--- config.mk ---
export PLATFORM = sky130hd
export DESIGN_NAME = lcs_charge_seq
export DESIGN_NICKNAME = d
export VERILOG_FILES = /design/src/rtl/lcs_pkg.sv /design/src/rtl/lcs_charge_seq.sv
export VERILOG_INCLUDE_DIRS = /design/src /design/src/rtl
export SDC_FILE = /design/constraint.sdc
export NUM_CORES = 1
export LEC_CHECK = 0
export ABC_AREA = 1
export BUFFER_PORTS_ARGS = -buffer_cell sky130_fd_sc_hd__buf_2
export CORE_MARGIN = 3
export CORE_UTILIZATION = 53
export CTS_CLUSTER_SIZE = 20
export DETAILED_ROUTE_END_ITERATION = 10
export GPL_TIMING_DRIVEN = 1
export HOLD_SLACK_MARGIN = 0.12
export PLACE_DENSITY_LB_ADDON = 0.12
export SETUP_SLACK_MARGIN = 0.2
export SLEW_MARGIN = 20
export SYNTH_ARGS = -nofsm -noshare
export SYNTH_HDL_FRONTEND = slang
export SYNTH_SLANG_ARGS = --single-unit
--- constraint.sdc ---
create_clock -name SYS_CLK -period 2 [get_ports SYS_CLK]
set_clock_uncertainty 0.15 [all_clocks]
set_input_delay 0.5 -clock SYS_CLK [delete_from_list [all_inputs] [get_ports SYS_CLK]]
set_output_delay 0.5 -clock SYS_CLK [all_outputs]
set_load 0.005 [all_outputs]
--- src/rtl/lcs_map.svh ---
// Constants of the charge sequencer: timing counts, register map
//
// Contract
// - After power-up show red, then green, then yellow, then all indicators off.
// - Each power-up indicator step lasts 500 ms.
// - After indication stay idle until the active-low enable goes low.
// - Enable low starts a 500 ms settling delay before connection verification.
// - Battery not connected: no charging, both indicators off.
// - Verify with trickle for 70 ms; open battery latches off until enable toggles.
// - Connected battery gets a short check; if passed, trickle with red indicator.
// - Short check forces trickle 384 ticks; below 1 V means fault, flash yellow.
// - Every charge cycle starts with trickle until above fast-charge threshold.
// - Cell at or below 2.8 V for 1/8 of time limit: fault, flash yellow.
// - Above threshold: constant current until target, then constant voltage at 4.2 V.
// - Current at end-of-charge level signals completion, red changes to green.
// - Expiry of the charge time limit also signals completion.
// - After completion, recharge at the recharge threshold until full again, then stop.
// - Completion and recharge repeat until the enable goes high.
// - No charging while ambient temperature is out of range.
// - Higher upper ambient limit applies while a charge is in progress.
// - Charge current is reduced whenever the die temperature reaches 100 C.
`ifndef LCS_MAP_SVH
`define LCS_MAP_SVH

`define LCS_CLK_MHZ        250
`define LCS_TOSC_NS        3000000
`define LCS_TOSC_CYC       (`LCS_TOSC_NS * `LCS_CLK_MHZ / 1000)
`define LCS_PLUG_MS        500
`define LCS_SETTLE_MS      500
`define LCS_VERIFY_MS      70
`define LCS_SHORT_TICKS    384
`define LCS_TRK_MIN_TICKS  15
`define LCS_EOC_TICKS      3
`define LCS_TIMEOUT_TICKS  20000
`define LCS_FLASH_TICKS    100
`define LCS_TICK_W         24

`define LCS_ADR_CTRL       8'h00
`define LCS_ADR_STATUS     8'h04
`define LCS_ADR_IRQ_STAT   8'h08
`define LCS_ADR_IRQ_MASK   8'h0C
`define LCS_CTRL_RESET     1'h0
`define LCS_IRQ_W          4

`endif

--- src/rtl/lcs_pkg.sv ---
// Types of the charge sequencer
package lcs_pkg;
   typedef enum logic [3:0] {
      LCS_PLUG_RED   = 4'h0,
      LCS_PLUG_GRN   = 4'h1,
      LCS_PLUG_YEL   = 4'h3,
      LCS_IDLE       = 4'h2,
      LCS_SETTLE     = 4'h6,
      LCS_VERIFY     = 4'h7,
      LCS_SHORT_CHK  = 4'h5,
      LCS_TRICKLE    = 4'h4,
      LCS_FAST       = 4'hC,
      LCS_DONE       = 4'hD,
      LCS_FAULT      = 4'hF,
      LCS_OPEN       = 4'hE
   } lcs_state_t;

   typedef enum logic [1:0] {
      LCS_PH_OFF   = 2'h0,
      LCS_PH_TRK   = 2'h1,
      LCS_PH_CC    = 2'h2,
      LCS_PH_CV    = 2'h3
   } lcs_phase_t;
endpackage : lcs_pkg

--- src/rtl/lcs_charge_seq.sv ---
// Single-cell lithium charge sequencer with Wishbone register access
`timescale 1ns/1ps
`include "lcs_map.svh"
module lcs_charge_seq #(
   parameter int TOSC_CYC      = `LCS_TOSC_CYC,
   parameter int PLUG_TICKS    = (`LCS_PLUG_MS * 1000000 + `LCS_TOSC_NS - 1) / `LCS_TOSC_NS,
   parameter int SETTLE_TICKS  = (`LCS_SETTLE_MS * 1000000 + `LCS_TOSC_NS - 1) / `LCS_TOSC_NS,
   parameter int VERIFY_TICKS  = (`LCS_VERIFY_MS * 1000000 + `LCS_TOSC_NS - 1) / `LCS_TOSC_NS,
   parameter int TIMEOUT_TICKS = `LCS_TIMEOUT_TICKS
) (
   input  wire logic                 SYS_CLK,
   input  wire logic                 SRST,
   input  wire logic                 CHARGE_EN_N,
   input  wire logic                 BAT_OPEN,
   input  wire logic                 BAT_BELOW_1V,
   input  wire logic                 BAT_BELOW_VMIN,
   input  wire logic                 BAT_AT_TARGET,
   input  wire logic                 BAT_BELOW_RECHG,
   input  wire logic                 CUR_BELOW_MIN,
   input  wire logic                 AMB_BELOW_LOW,
   input  wire logic                 AMB_ABOVE_IDLE_MAX,
   input  wire logic                 AMB_ABOVE_CHG_MAX,
   input  wire logic                 DIE_HOT,
   input  wire logic [7:0]           WB_ADR_I,
   input  wire logic [31:0]          WB_DAT_I,
   input  wire logic [3:0]           WB_SEL_I,
   input  wire logic                 WB_WE_I,
   input  wire logic                 WB_CYC_I,
   input  wire logic                 WB_STB_I,
   output logic [31:0]               WB_DAT_O,
   output logic                      WB_ACK_O,
   output logic                      RED_DRIVE_OE,
   output logic                      GREEN_INDICATOR_DRIVE_OE,
   output logic                      CHARGE_ON,
   output lcs_pkg::lcs_phase_t       CHARGE_PHASE,
   output logic                      FOLDBACK,
   output logic                      IRQ
);
   import lcs_pkg::*;

   localparam int TW = `LCS_TICK_W;

   // Counters other than eoc are TW bits wide; the trickle fault needs at least one tick of TIMEOUT/8
   if (TOSC_CYC < 2 || PLUG_TICKS < 1 || SETTLE_TICKS < 1 || VERIFY_TICKS < 1 ||
       TIMEOUT_TICKS < 8 || TIMEOUT_TICKS >= (1 << TW) ||
       TOSC_CYC >= (1 << TW)) begin : g_bad_param
      $error("lcs_charge_seq: unsupported parameter values");
   end

   ////////////////////////////////////////////////////////////////////////////
   // State
   typedef struct packed {
      logic [10:0] sync1;
      logic [10:0] sync2;
      logic        en_prev;
      logic [TW-1:0] div;
      logic        tick;
      lcs_state_t  st;
      logic [TW-1:0] cnt;
      logic [TW-1:0] tmo;
      logic [TW-1:0] low;
      logic [2:0]  eoc;
      logic [TW-1:0] flash_cnt;
      logic        flash;
      logic        ctrl_hold;
      logic        ctrl_force_done;
      logic [3:0]  irq_stat;
      logic [3:0]  irq_mask;
      logic [31:0] dat;
      logic        ack;
      logic        red;
      logic        green_indicator_drive;
      logic        chg;
      lcs_phase_t  ph;
      logic        fold;
      logic        irq;
   } lcs_regs_t;

   lcs_regs_t r_reg;
   lcs_regs_t r_next;

   logic en_n;
   logic open_s;
   logic lt1v;
   logic ltvmin;
   logic at_tgt;
   logic lt_rchg;
   logic cur_low;
   logic amb_low;
   logic amb_hi_idle;
   logic amb_hi_chg;
   logic die_hot;
   logic temp_ok;
   logic charging;
   logic [3:0] ev;
   logic wb_hit;

   assign {en_n, open_s, lt1v, ltvmin, at_tgt, lt_rchg, cur_low, amb_low, amb_hi_idle,
           amb_hi_chg, die_hot} = r_reg.sync2;

   ////////////////////////////////////////////////////////////////////////////
   // Next state
   always_comb begin
      r_next = r_reg;
      ev = 4'h0;
      wb_hit = WB_CYC_I && WB_STB_I && !r_reg.ack;

      r_next.sync1 = {CHARGE_EN_N, BAT_OPEN, BAT_BELOW_1V, BAT_BELOW_VMIN, BAT_AT_TARGET,
                      BAT_BELOW_RECHG, CUR_BELOW_MIN, AMB_BELOW_LOW, AMB_ABOVE_IDLE_MAX,
                      AMB_ABOVE_CHG_MAX, DIE_HOT};
      r_next.sync2 = r_reg.sync1;
      r_next.en_prev = en_n;

      // Oscillator tick
      r_next.tick = 1'b0;
      if (r_reg.div == TW'(TOSC_CYC - 1)) begin
         r_next.div = '0;
         r_next.tick = 1'b1;
      end else begin
         r_next.div = r_reg.div + 1'b1;
      end

      if (r_reg.tick) begin
         if (r_reg.flash_cnt == TW'(`LCS_FLASH_TICKS - 1)) begin
            r_next.flash_cnt = '0;
            r_next.flash = !r_reg.flash;
         end else begin
            r_next.flash_cnt = r_reg.flash_cnt + 1'b1;
         end
      end

      charging = (r_reg.st == LCS_TRICKLE) || (r_reg.st == LCS_FAST) ||
                 (r_reg.st == LCS_SHORT_CHK) || (r_reg.st == LCS_VERIFY);
      temp_ok = !amb_low && !(charging ? amb_hi_chg : amb_hi_idle);

      if (r_reg.tick) begin
         r_next.cnt = r_reg.cnt + 1'b1;
      end

      unique case (r_reg.st)
         LCS_PLUG_RED: begin
            if (r_reg.tick && r_reg.cnt == TW'(PLUG_TICKS - 1)) begin
               r_next.st = LCS_PLUG_GRN;
               r_next.cnt = '0;
            end
         end
         LCS_PLUG_GRN: begin
            if (r_reg.tick && r_reg.cnt == TW'(PLUG_TICKS - 1)) begin
               r_next.st = LCS_PLUG_YEL;
               r_next.cnt = '0;
            end
         end
         LCS_PLUG_YEL: begin
            if (r_reg.tick && r_reg.cnt == TW'(PLUG_TICKS - 1)) begin
               r_next.st = LCS_IDLE;
               r_next.cnt = '0;
            end
         end
         LCS_IDLE: begin
            r_next.cnt = '0;
            if (!en_n && temp_ok && !r_reg.ctrl_hold) begin
               r_next.st = LCS_SETTLE;
            end
         end
         LCS_SETTLE: begin
            if (r_reg.tick && r_reg.cnt == TW'(SETTLE_TICKS - 1)) begin
               r_next.st = LCS_VERIFY;
               r_next.cnt = '0;
            end
         end
         LCS_VERIFY: begin
            if (r_reg.tick && r_reg.cnt == TW'(VERIFY_TICKS - 1)) begin
               r_next.cnt = '0;
               if (open_s) begin
                  r_next.st = LCS_OPEN;
                  ev[1] = 1'b1;
               end else begin
                  r_next.st = LCS_SHORT_CHK;
               end
            end
         end
         LCS_SHORT_CHK: begin
            if (r_reg.tick && r_reg.cnt == TW'(`LCS_SHORT_TICKS - 1)) begin
               r_next.cnt = '0;
               r_next.low = '0;
               r_next.tmo = '0;
               if (lt1v) begin
                  r_next.st = LCS_FAULT;
                  ev[1] = 1'b1;
               end else begin
                  r_next.st = LCS_TRICKLE;
               end
            end
         end
         LCS_TRICKLE: begin
            if (r_reg.tick) begin
               r_next.tmo = r_reg.tmo + 1'b1;
               r_next.low = ltvmin ? r_reg.low + 1'b1 : '0;
               if (ltvmin && r_reg.low == TW'(TIMEOUT_TICKS / 8 - 1)) begin
                  r_next.st = LCS_FAULT;
                  ev[1] = 1'b1;
               end else if (!ltvmin && r_reg.cnt >= TW'(`LCS_TRK_MIN_TICKS - 1)) begin
                  r_next.st = LCS_FAST;
                  r_next.eoc = '0;
               end
            end
         end
         LCS_FAST: begin
            if (r_reg.tick) begin
               r_next.tmo = r_reg.tmo + 1'b1;
               r_next.eoc = (cur_low && at_tgt) ? r_reg.eoc + 1'b1 : 3'h0;
               if ((cur_low && at_tgt && r_reg.eoc == 3'(`LCS_EOC_TICKS - 1)) ||
                   r_reg.tmo == TW'(TIMEOUT_TICKS - 1) || r_reg.ctrl_force_done) begin
                  r_next.st = LCS_DONE;
                  ev[0] = 1'b1;
               end
            end
         end
         LCS_DONE: begin
            if (lt_rchg && temp_ok) begin
               r_next.st = LCS_TRICKLE;
               r_next.cnt = '0;
               r_next.tmo = '0;
               r_next.low = '0;
               ev[2] = 1'b1;
            end
         end
         LCS_FAULT, LCS_OPEN: begin
            r_next.cnt = '0;
         end
         default: begin
            r_next.st = LCS_IDLE;
         end
      endcase

      // Removal ends any charge activity; faults clear on enable toggling.
      // Enable is ignored while the power-up indication runs, so the
      // sequence always completes before the first charge can start.
      if (r_reg.st != LCS_PLUG_RED && r_reg.st != LCS_PLUG_GRN && r_reg.st != LCS_PLUG_YEL &&
          en_n && !r_reg.en_prev) begin
         r_next.st = LCS_IDLE;
         r_next.cnt = '0;
      end
      if (charging && !temp_ok) begin
         r_next.st = LCS_IDLE;
         r_next.cnt = '0;
         ev[3] = 1'b1;
      end

      // Outputs
      r_next.red = 1'b0;
      r_next.green_indicator_drive = 1'b0;
      r_next.chg = 1'b0;
      r_next.ph = LCS_PH_OFF;
      unique case (r_next.st)
         LCS_PLUG_RED: r_next.red = 1'b1;
         LCS_PLUG_GRN: r_next.green_indicator_drive = 1'b1;
         LCS_PLUG_YEL: begin
            r_next.red = 1'b1;
            r_next.green_indicator_drive = 1'b1;
         end
         LCS_VERIFY, LCS_SHORT_CHK: begin
            r_next.chg = 1'b1;
            r_next.ph = LCS_PH_TRK;
         end
         LCS_TRICKLE: begin
            r_next.red = 1'b1;
            r_next.chg = 1'b1;
            r_next.ph = LCS_PH_TRK;
         end
         LCS_FAST: begin
            r_next.red = 1'b1;
            r_next.chg = 1'b1;
            r_next.ph = at_tgt ? LCS_PH_CV : LCS_PH_CC;
         end
         LCS_DONE: r_next.green_indicator_drive = 1'b1;
         LCS_FAULT: begin
            r_next.red = r_reg.flash;
            r_next.green_indicator_drive = r_reg.flash;
         end
         default: ;
      endcase
      r_next.fold = die_hot && r_next.chg;

      // Wishbone slave
      // Ack rises on the taking edge, one cycle after the request, and never stands two
      // cycles, so a master holding stb is not served twice.
      r_next.ack = wb_hit;
      r_next.dat = 32'h0;
      if (wb_hit) begin
         unique case (WB_ADR_I)
            `LCS_ADR_CTRL:
               r_next.dat = {30'h0, r_reg.ctrl_force_done, r_reg.ctrl_hold};
            `LCS_ADR_STATUS:
               r_next.dat = {22'h0, r_reg.fold, r_reg.ph, r_reg.chg, r_reg.green_indicator_drive, r_reg.red,
                             r_reg.st};
            `LCS_ADR_IRQ_STAT: r_next.dat = {28'h0, r_reg.irq_stat};
            `LCS_ADR_IRQ_MASK: r_next.dat = {28'h0, r_reg.irq_mask};
            default: r_next.dat = 32'h0;
         endcase
         if (WB_WE_I && WB_SEL_I[0]) begin
            unique case (WB_ADR_I)
               `LCS_ADR_CTRL: begin
                  r_next.ctrl_hold = WB_DAT_I[0];
                  r_next.ctrl_force_done = WB_DAT_I[1];
               end
               `LCS_ADR_IRQ_STAT: r_next.irq_stat = r_reg.irq_stat & ~WB_DAT_I[3:0];
               `LCS_ADR_IRQ_MASK: r_next.irq_mask = WB_DAT_I[3:0];
               default: ;
            endcase
         end
      end
      // Events are merged after the clear so that a same-cycle event wins
      r_next.irq_stat = r_next.irq_stat | ev;
      r_next.irq = |(r_next.irq_stat & r_next.irq_mask);
   end

   ////////////////////////////////////////////////////////////////////////////
   // Registers
   always_ff @(posedge SYS_CLK) begin
      if (SRST) begin
         r_reg <= '0;
         r_reg.sync1 <= 11'h7FF;
         r_reg.sync2 <= 11'h7FF;
         r_reg.en_prev <= 1'b1;
         r_reg.st <= LCS_PLUG_RED;
         r_reg.red <= 1'b1;
         r_reg.ctrl_hold <= `LCS_CTRL_RESET;
      end else begin
         r_reg <= r_next;
      end
   end

   assign WB_DAT_O = r_reg.dat;
   assign WB_ACK_O = r_reg.ack;
   assign RED_DRIVE_OE = r_reg.red;
   assign GREEN_INDICATOR_DRIVE_OE = r_reg.green_indicator_drive;
   assign CHARGE_ON = r_reg.chg;
   assign CHARGE_PHASE = r_reg.ph;
   assign FOLDBACK = r_reg.fold;
   assign IRQ = r_reg.irq;
endmodule : lcs_charge_seq

Word-level counts from Yosys, hierarchy flattened:

Cells that the tools add are included.

* add/subtract/negate cells: 6
* magnitude comparators: 1
* eq/ne operators: 38
* mux-type cells: 55
* bitwise logic cells: 5
* reduce and logical (&&, ||, !) cells: 55

Operators with widths (number)
* 28-bit 2-to-1 mux: 7
* 24-bit one-hot mux with 8 select lines: 1
* 76-bit 2-to-1 mux: 2
* 24-bit by 1-bit adder with 24-bit output, second input constant: 5
* 24-bit 2-to-1 mux: 4
* 24-bit one-hot mux with 4 select lines: 1
* 24-bit one-hot mux with 3 select lines: 1
* 51-bit 2-to-1 mux: 1
* 4-bit one-hot mux with 11 select lines: 1
* 4-bit 2-to-1 mux: 10
* 40-bit 2-to-1 mux: 1
* 10-bit one-hot mux with 4 select lines: 1
* 4-bit by 3-bit equality test with 1-bit output, second input constant: 7
* 4-bit equality test, second input constant: 7
* 24-bit by 12-bit equality test with 1-bit output, second input constant: 1
* 24-bit by 15-bit equality test with 1-bit output, second input constant: 1
* 24-bit by 20-bit equality test with 1-bit output, second input constant: 1
* 24-bit by 5-bit equality test with 1-bit output, second input constant: 1
* 24-bit by 7-bit equality test with 1-bit output, second input constant: 1
* 24-bit by 8-bit equality test with 1-bit output, second input constant: 1
* 24-bit by 9-bit equality test with 1-bit output, second input constant: 1
* 24-bit by 4-bit >= comparator with 1-bit output, second input constant: 1
* 1-bit logical AND: 20
* 8-bit by 4-bit equality test with 1-bit output, second input constant: 2
* 33 further kinds: 81

* flip-flop bits (word level): 202
* input port bits: 60
* output and inout bits: 40
* word-level logic and storage cells: 184

Longest topological paths before layout:

Gate-level depths: netlist (run 1).

* depth in word-level cells: 17
* mapped depth: 17
* mapped depth without buffers: 16

Worst setup path after synthesis (run 1):

No wires, ideal clock.

* kind: register -> register
* from: register r_reg[127] in the netlist's numbering
* to: register r_reg[88] in the netlist's numbering
* library setup time: 0.115 ns
* data arrival time: 1.774 ns
* required time: 1.735 ns
* path slack: -0.039 ns
* cell stages (with the launch flop): 16
* buffers on the path: 1
* period minus slack after synthesis: 2.039 ns
* path through: dfxtp_1 ha_1 inv_1 nor2_1 nand2_1 nor2_1 nand3_1 nand2_1 nand2_1 nor2_2 nand2_4 buf_6 nor2_2 nand2_1 o21ai_1 nor2_1

* cells in the longest elaborated chain, start to end: 4

Ends and longest elaborated chain
* from (decl): RTL line lcs_charge_seq.sv:79 `lcs_regs_t r_reg;`
* from (signal assigned): RTL line lcs_charge_seq.sv:330 `r_reg <= r_next;`
* 24-bit by 9-bit equality test with 1-bit output: RTL line lcs_charge_seq.sv:183 `` if (r_reg.tick && r_reg.cnt == TW'(`LCS_SHORT_TICKS - 1)) begin ``
* 1-bit logical AND: RTL line lcs_charge_seq.sv:183
* 2-bit by 1-bit inequality test with 1-bit output (no line)
* 4-bit AND reduction (no line)

No other way between the ends.
A chain may end at the register's enable or synchronous reset.

Worst setup path after layout (run 1):

* from: register r_reg[151] in the netlist's numbering
* to: register r_reg[94] in the netlist's numbering

* cells in the longest elaborated chain, start to end: 10
* elaborated cells between the ends (all ways): 18
* those cells by class: 8 x eq/ne; 2 x mux; 8 x reduce/logical

Ends and longest elaborated chain
* 4-bit by 3-bit equality test with 1-bit output or 4-bit equality test (tied branches): RTL line lcs_charge_seq.sv:132, lcs_charge_seq.sv:140
* 1-bit logical OR (2 in a row): RTL line lcs_charge_seq.sv:132 `charging = (r_reg.st == LCS_TRICKLE) || (r_reg.st == LCS_FAST) ||`
* 1-bit logical OR: RTL line lcs_charge_seq.sv:133 `(r_reg.st == LCS_SHORT_CHK) || (r_reg.st == LCS_VERIFY);`
* 1-bit 2-to-1 mux: RTL line lcs_charge_seq.sv:134 `temp_ok = !amb_low && !(charging ? amb_hi_chg : amb_hi_idle);`
* 1-bit zero test: RTL line lcs_charge_seq.sv:134
* 1-bit logical AND: RTL line lcs_charge_seq.sv:134
* 1-bit logical AND: RTL line lcs_charge_seq.sv:220 `if (lt_rchg && temp_ok) begin`
* 2-bit inequality test (no line)
* 4-bit AND reduction (no line)

Several ways; a longest one is shown, not always the timed one.

==> results of run 1 <==
-- layout by cell type, fill, tap and decap left out, drive strengths merged, types with 18 or more instances in the layout --
cell,count
nand4,31
nand2,261
nor4,18
o21ai,35
clkbuf,24
inv,160
conb,22
or2,27
xor2,33
nor2,247
a21oi,81
nor3,74
dfxtp,180
nand3,76
buf,290
-- cells by family (layout without fill, tap and decap cells) --
family	Yosys count	in the layout	share of synthesized area
buffers and inverters	217	494	0.105
other	1	22	0.000409
xor gates and xnor gates	47	47	0.0449
adders and majority gates	8	8	0.0109
and+or+nand+nor	745	746	0.357
DFF	180	180	0.393
AOI/OAI and AO/OA	147	147	0.0894
-- worst paths after layout --
path / start / to / depth (start not counted)
worst max-delay path: r_reg[151]$_SDFF_PP0_ / r_reg[94]$_SDFFE_PP0P_ / 14
worst max register to register: r_reg[151]$_SDFF_PP0_ / r_reg[94]$_SDFFE_PP0P_ / 14
worst min register to register: r_next[187]$_SDFF_PP1_ / ltvmin$_SDFF_PP1_ / 1
worst min-delay path: SRST / r_reg[54]$_SDFFE_PP0P_ / 2
-- cell usage after synthesis, types with 16 or more instances --
master and number:
nor4_1 18, nand4_1 31, xor2_1 33, o21ai_0 27, dfxtp_1 180, or2_2 27, nand3_1 74, buf_4 36
inv_1 148, clkbuf_1 16, nor2_1 237, nand2_1 258, a21oi_1 81, nor3_1 72
-- stage by stage --
stage               setup TNS, ns  instances  setup WS (ns)  instance area [um^2]
finish                     -17.21       1864         -0.301                 13800
global route               -25.48       1864         -0.352                 13800
CTS                         -6.32       1828         -0.143                 12600
detailed placement          -9.34       1729         -0.285                 10800
global placement            -6.28       1729         -0.185                 10800
floorplan                       0       1366         0.0664                  9500
-- power breakdown --
group	switching, mW	internal [mW]	total (mW)	leakage, nW
logic	0.160	0.129	0.289	3.81
clock network	1.45	2.00	3.45	0.287
registers	0.0178	3.60	3.62	1.47
-- worst max-delay path: cells and delay by family, from the launching register on --
family	cells	cell delay [ns]
simple gates	10	1.09
flops	1	0.40
buf+inv	3	0.36
xor+xnor	1	0.17
-- layer usage --
metal  global-route usage  vias up
met4               0.0909        0
met3               0.0482      133
met2                0.466      518
met5                    0        -
met1                0.339     4827
li1                     -     4863
-- cell type report --
class	count	area, um^2
Tap cell	220	275
Timing Repair Buffer	305	2630
Sequential cell	180	3640
Clock buffer	20	447
Multi-Input combinational cell	970	6040
Clock inverter	11	150
Fill cell	962	2950
Inverter	157	614
Timing Repair inverter	1	6.26
-- repair_timing --
item | 4_1_cts | 5_1_grt
resized for setup | 185 | 221
pin swaps | 81 | 88
endpoints found under the hold margin | 11 | 0
gates cloned | 2 | 7
buffers inserted | 55 | 29
hold buffers | 11 | 0
setup endpoints to repair | 131 | 133
==> results.py, run 1 <==
metrics = {
    "power": {
        "p_leak_nw": 5.56,
        "powerDensity_mw_per_mm2": 533,
        "power.total_mw": 7.36,
        "vdd_drop_max_mv": 0.601,
    },
    "place": {
        "dpl.hpwl_mm": 16.5,
        "io_buffers": 46,
        "gp_congestion": 0.911,
    },
    "final_layout": {
        "layout.nets": 1700,
        "syn2layout_area_growth_pct": 50.5,
        "largest_register_ffs": 140,
        "diodes": 0,
        "utilization": 0.824,
        "drive_gt1_frac": 0.398,
    },
    "routing": {
        "routed_wl_mm": 30.2,
        "wl_met1_mm": 11.7,
        "top_layer_used": "met4",
        "drt-initial-drc-count": 767,
        "dr.pass1.iters": 5,
        "dr_wl_met3_mm": 2.30,
        "vias": 10300,
        "avgViaCountPerCell": 5.55,
        "wl_per_cell_um": 16.2,
        "drc": 0,
        "wl_met2_mm": 14.9,
        "postRouteAntennaNets": 0,
    },
    "sta": {
        "holdWs_ns": 0.209,
        "finalHoldViolCount": 0,
        "fin_ws_ns": -0.301,
        "period_share": 1.15,
        "rsz0062_at_grt": "yes",
        "fin_crit_ns": 2.30,
        "fmax_mhz": 435,
        "slew_viol_final": 0,
        "finalSetupViolCount": 88,
    },
    "status": {
        "violations": "negative setup slack",
        "outcome": "finished with violations",
    },
    "setup_path": {
        "cp_max_fo": 6,
        "path_cells": "inv_2, nand3_4, nand2_2, nand2_2, nand4_1, nand2_2, nand2_4, nor2_4, buf_12, nand2_8, buf_8, nor2_4, xor2_1, nor2_1",
        "worstPathRequired_ns": 2.17,
        "cp-start-kind": "flip-flop",
        "crit_top_cell": "nand2_2",
        "crit_type": "reg2reg",
        "reg2reg_slack_ns": -0.30,
        "cpPeakStageDelay_ns": 0.40,
        "endpoint_kind": "flip-flop",
        "crit_arrival_ns": 2.48,
        "cp_slowest_cell": "dfxtp_4",
    },
    "grt": {
        "antenna_found_initial": 0,
        "grt_pass1_wl_mm": 41.7,
        "grt_remaining_overflow": 0,
        "grt_start_max_net_pins": 35,
        "track_usage": 0.270,
        "grt_pass1_vias": 9241,
    },
    "yosys": {
        "synth.top_cell.area_share": 0.393,
        "yosysWarnings": 0,
        "avgSynthCellArea_um2": 6.82,
        "synth_ff_type": "dfxtp_1",
        "synthTopCellsByArea": "dfxtp_1 39%, nand2_1 11%, nor2_1 9.7%, inv_1 6.1%, a21oi_1 4.4%",
        "syn_area_mm2": 0.00918,
        "synth-edff-count": 0,
        "syn-instance-count": 1345,
        "synthDistinctLibCells": 43,
        "async_reset_ff_frac": 0,
        "yosysSeqAreaShare": 0.393,
        "synth-seq-cells": 180,
        "synth_top_area_cell": "dfxtp_1",
    },
    "cts": {
        "clk_pin_slew_ns": 0.07,
        "cts.path.max_buffers": 2,
        "numCtsBuffers": 17,
        "clk_latency_ns": 0.44,
        "htree_levels": 4,
        "clock_sinks": 180,
        "cts-root-buf": "clkbuf_16",
        "cts_tree": "done",
    },
    "run": {
        "drv_cap": 0,
    },
    "floorplanning": {
        "io_pins": 100,
        "die-width_um": 138,
        "rows": 47,
        "core_area_mm2": 0.0168,
        "initial_core_util": 0.548,
        "dieHeight_um": 138,
        "die_area_mm2": 0.0189,
    },
    "hold_path": {
        "hp-class": "in2reg",
    },
}
Note: power is estimated with default switching activity, not from simulation.
==> inputs of run 2 (changes only) <==
- TNS_END_PERCENT: unset -> 10
==> run 2 against run 1 <==
Against the previous run: die area stayed put; count of clock-buffer cells in the layout down 2; final area is 9.8% lower; largest power group unchanged; clock power rose by 3%; non-clock buffer count down 56; highest routed layer unchanged; register-to-register slack improved by 0.19 ns; sequential share of layout area grew 2.7 points; the run still ends with negative setup slack left; utilization is 8.1 points lower; cell count shrank 3.1%.
==> results.py, run 2 (synthesis gave the netlist of run 1 again) <==
metrics = {
    "final_layout": {
        "diodes": 0,
        "largest_register_ffs": 140,
        "layout_commonest_cell": "nand2_1",
        "utilization": 0.743,
        "syn2layout_area_growth_pct": 35.7,
        "layout.nets": 1642,
        "mostFrequentLayoutCells": "240 x nand2_1, 193 x nor2_1, 173 x buf_4, 165 x dfxtp_1, 137 x inv_1",
        "n_fill_cell": 1323,
        "drive_gt1_frac": 0.304,
    },
    "cts": {
        "numCtsBuffers": 17,
        "cts.path.max_buffers": 2,
        "htree_levels": 4,
        "clock_sinks": 180,
        "clk_pin_slew_ns": 0.07,
        "cts-root-buf": "clkbuf_16",
        "clk_latency_ns": 0.43,
        "cts_tree": "done",
    },
    "routing": {
        "postRouteAntennaNets": 0,
        "dr.pass1.iters": 5,
        "vias": 9249,
        "avgViaCountPerCell": 5.12,
        "routed_wl_mm": 23.7,
        "drc": 0,
        "wl_per_cell_um": 13.1,
        "drt-initial-drc-count": 492,
    },
    "floorplanning": {
        "rows": 47,
        "core_area_mm2": 0.0168,
        "die_area_mm2": 0.0189,
        "initial_core_util": 0.548,
        "die-width_um": 138,
        "dieHeight_um": 138,
        "io_pins": 100,
    },
    "hold_path": {
        "hp-class": "in2reg",
    },
    "setup_path": {
        "reg2reg_from": "r_reg[127]$_SDFF_PP0_",
        "r2r_cells": 14,
        "endpoint_kind": "flip-flop",
        "cp_max_fo": 11,
        "worstPathRequired_ns": 2.17,
        "cp-endpoint": "r_reg[94]$_SDFFE_PP0P_",
        "reg2reg_to": "r_reg[94]$_SDFFE_PP0P_",
        "critPathLaunch": "r_reg[127]$_SDFF_PP0_",
        "reg2reg_slack_ns": -0.11,
        "crit_type": "reg2reg",
        "cp-start-kind": "flip-flop",
        "crit_arrival_ns": 2.28,
    },
    "grt": {
        "grt_remaining_overflow": 0,
        "antenna_found_initial": 0,
        "grt_pass1_vias": 8440,
        "grt_pass1_wl_mm": 38.1,
        "track_usage": 0.247,
        "grt_start_max_net_pins": 25,
    },
    "power": {
        "intPower_mw": 5.82,
        "p_sw_frac": 0.215,
        "vdd_drop_max_mv": 0.642,
        "seq_power_share": 0.489,
        "powerDensity_mw_per_mm2": 595,
        "combPwrFrac": 0.031,
        "clockPowerShare": 0.480,
        "p_leak_nw": 5.07,
        "netSwitchingPower_mw": 1.59,
    },
    "status": {
        "outcome": "finished with violations",
        "violations": "negative setup slack",
    },
    "sta": {
        "fin_ws_ns": -0.112,
        "tns_ns": -1.41,
        "period_share": 1.06,
        "rsz0062_at_grt": "yes",
        "slew_viol_final": 0,
        "fin_crit_ns": 2.11,
        "fmax_mhz": 473,
        "finalHoldViolCount": 0,
        "finalSetupViolCount": 42,
    },
    "place": {
        "dpl.hpwl_mm": 16.7,
        "io_buffers": 46,
        "gp_congestion": 0.955,
    },
    "run": {
        "drv_cap": 0,
    },
}
==> run 2: cell types whose count changed in the layout (fill, tap and decap cells not counted), sizes merged <==
cell      delta
buf         -53
clkinv       -2
bufinv       +1
clkbuf       -5
clkinvlp     +3
nand2        -1
==> run 2: power by group through the flow <==
stage	clock [mW]	sequential, mW	combinational, mW
after detailed placement	0	3.70	0.189
after global placement	0	3.70	0.186
after global routing	3.76	3.62	0.255
final	3.56	3.62	0.229
after CTS	3.61	3.62	0.219
after floorplan	0	3.70	0.133
==> run 2: layout make-up <==
cell class	instances	area (um^2)	area share
Multi-Input combinational cell	969	5400	0.433
Sequential cell	180	3620	0.291
Timing Repair Buffer	249	1920	0.154
Inverter	157	607	0.0487
Clock buffer	18	429	0.0345
Tap cell	220	275	0.0221
Clock inverter	14	200	0.0161
==> run 2: worst max-delay path: stages (launching register included) <==
cell	delay [ns]
dfxtp_4	0.36
ha_4	0.13
inv_2	0.03
nor2_2	0.09
nand2_2	0.07
nor2_2	0.11
nand3_1	0.09
nand2_2	0.12
nand2_2	0.08
nor2_4	0.13
nand2_8	0.13
buf_4	0.20
nor2_2	0.09
xor2_1	0.15
nor2_1	0.06
==> run 2: per-stage QoR <==
step	std cells	hold slack, ns	power (mW)	area (um^2)	setup slack [ns]
floorplan	1366	0.239	3.83	9350	0.0664
global placement	1742	0.242	3.89	10800	-0.161
detailed placement	1742	0.242	3.89	10800	-0.187
CTS	1795	0.225	7.45	11900	-0.132
global route	1807	0.244	7.64	12400	-0.237
finish	1807	0.236	7.41	12400	-0.112
==> run 2: repair_timing <==
item / CTS / global route
pin swaps: 50 / 51
gates resized for setup: 88 / 120
endpoints found under the hold margin: 11 / 0
setup buffers: 10 / 11
cloned: 0 / 1
setup endpoints to repair: 131 / 131
hold buffers: 11 / 0
==> run 2: layer usage <==
| layer | wire length (um) | GRT usage | vias up |
|---|---|---|---|
| li1 | - | - | 4745 |
| met1 | 11100 | 0.335 | 4244 |
| met2 | 11300 | 0.403 | 230 |
| met3 | 1050 | 0.0457 | 30 |
| met4 | 322 | 0.0682 | 0 |
| met5 | 0 | 0 | - |
==> run 2: how the worst min path moves through the flow <==
stage	endpoint	cells after the start	start	slack, ns
after detailed placement	amb_low$_SDFF_PP1_	1	r_next[183]$_SDFF_PP1_	0.24
after global routing	r_reg[48]$_SDFFE_PP0P_	3	WB_DAT_I[1]	0.24
after global placement	ltvmin$_SDFF_PP1_	1	r_next[187]$_SDFF_PP1_	0.24
after CTS	r_reg[49]$_SDFFE_PP0P_	3	WB_DAT_I[0]	0.23
after floorplan	amb_hi_chg$_SDFF_PP1_	1	r_next[181]$_SDFF_PP1_	0.24
final	r_reg[48]$_SDFFE_PP0P_	3	WB_DAT_I[1]	0.24
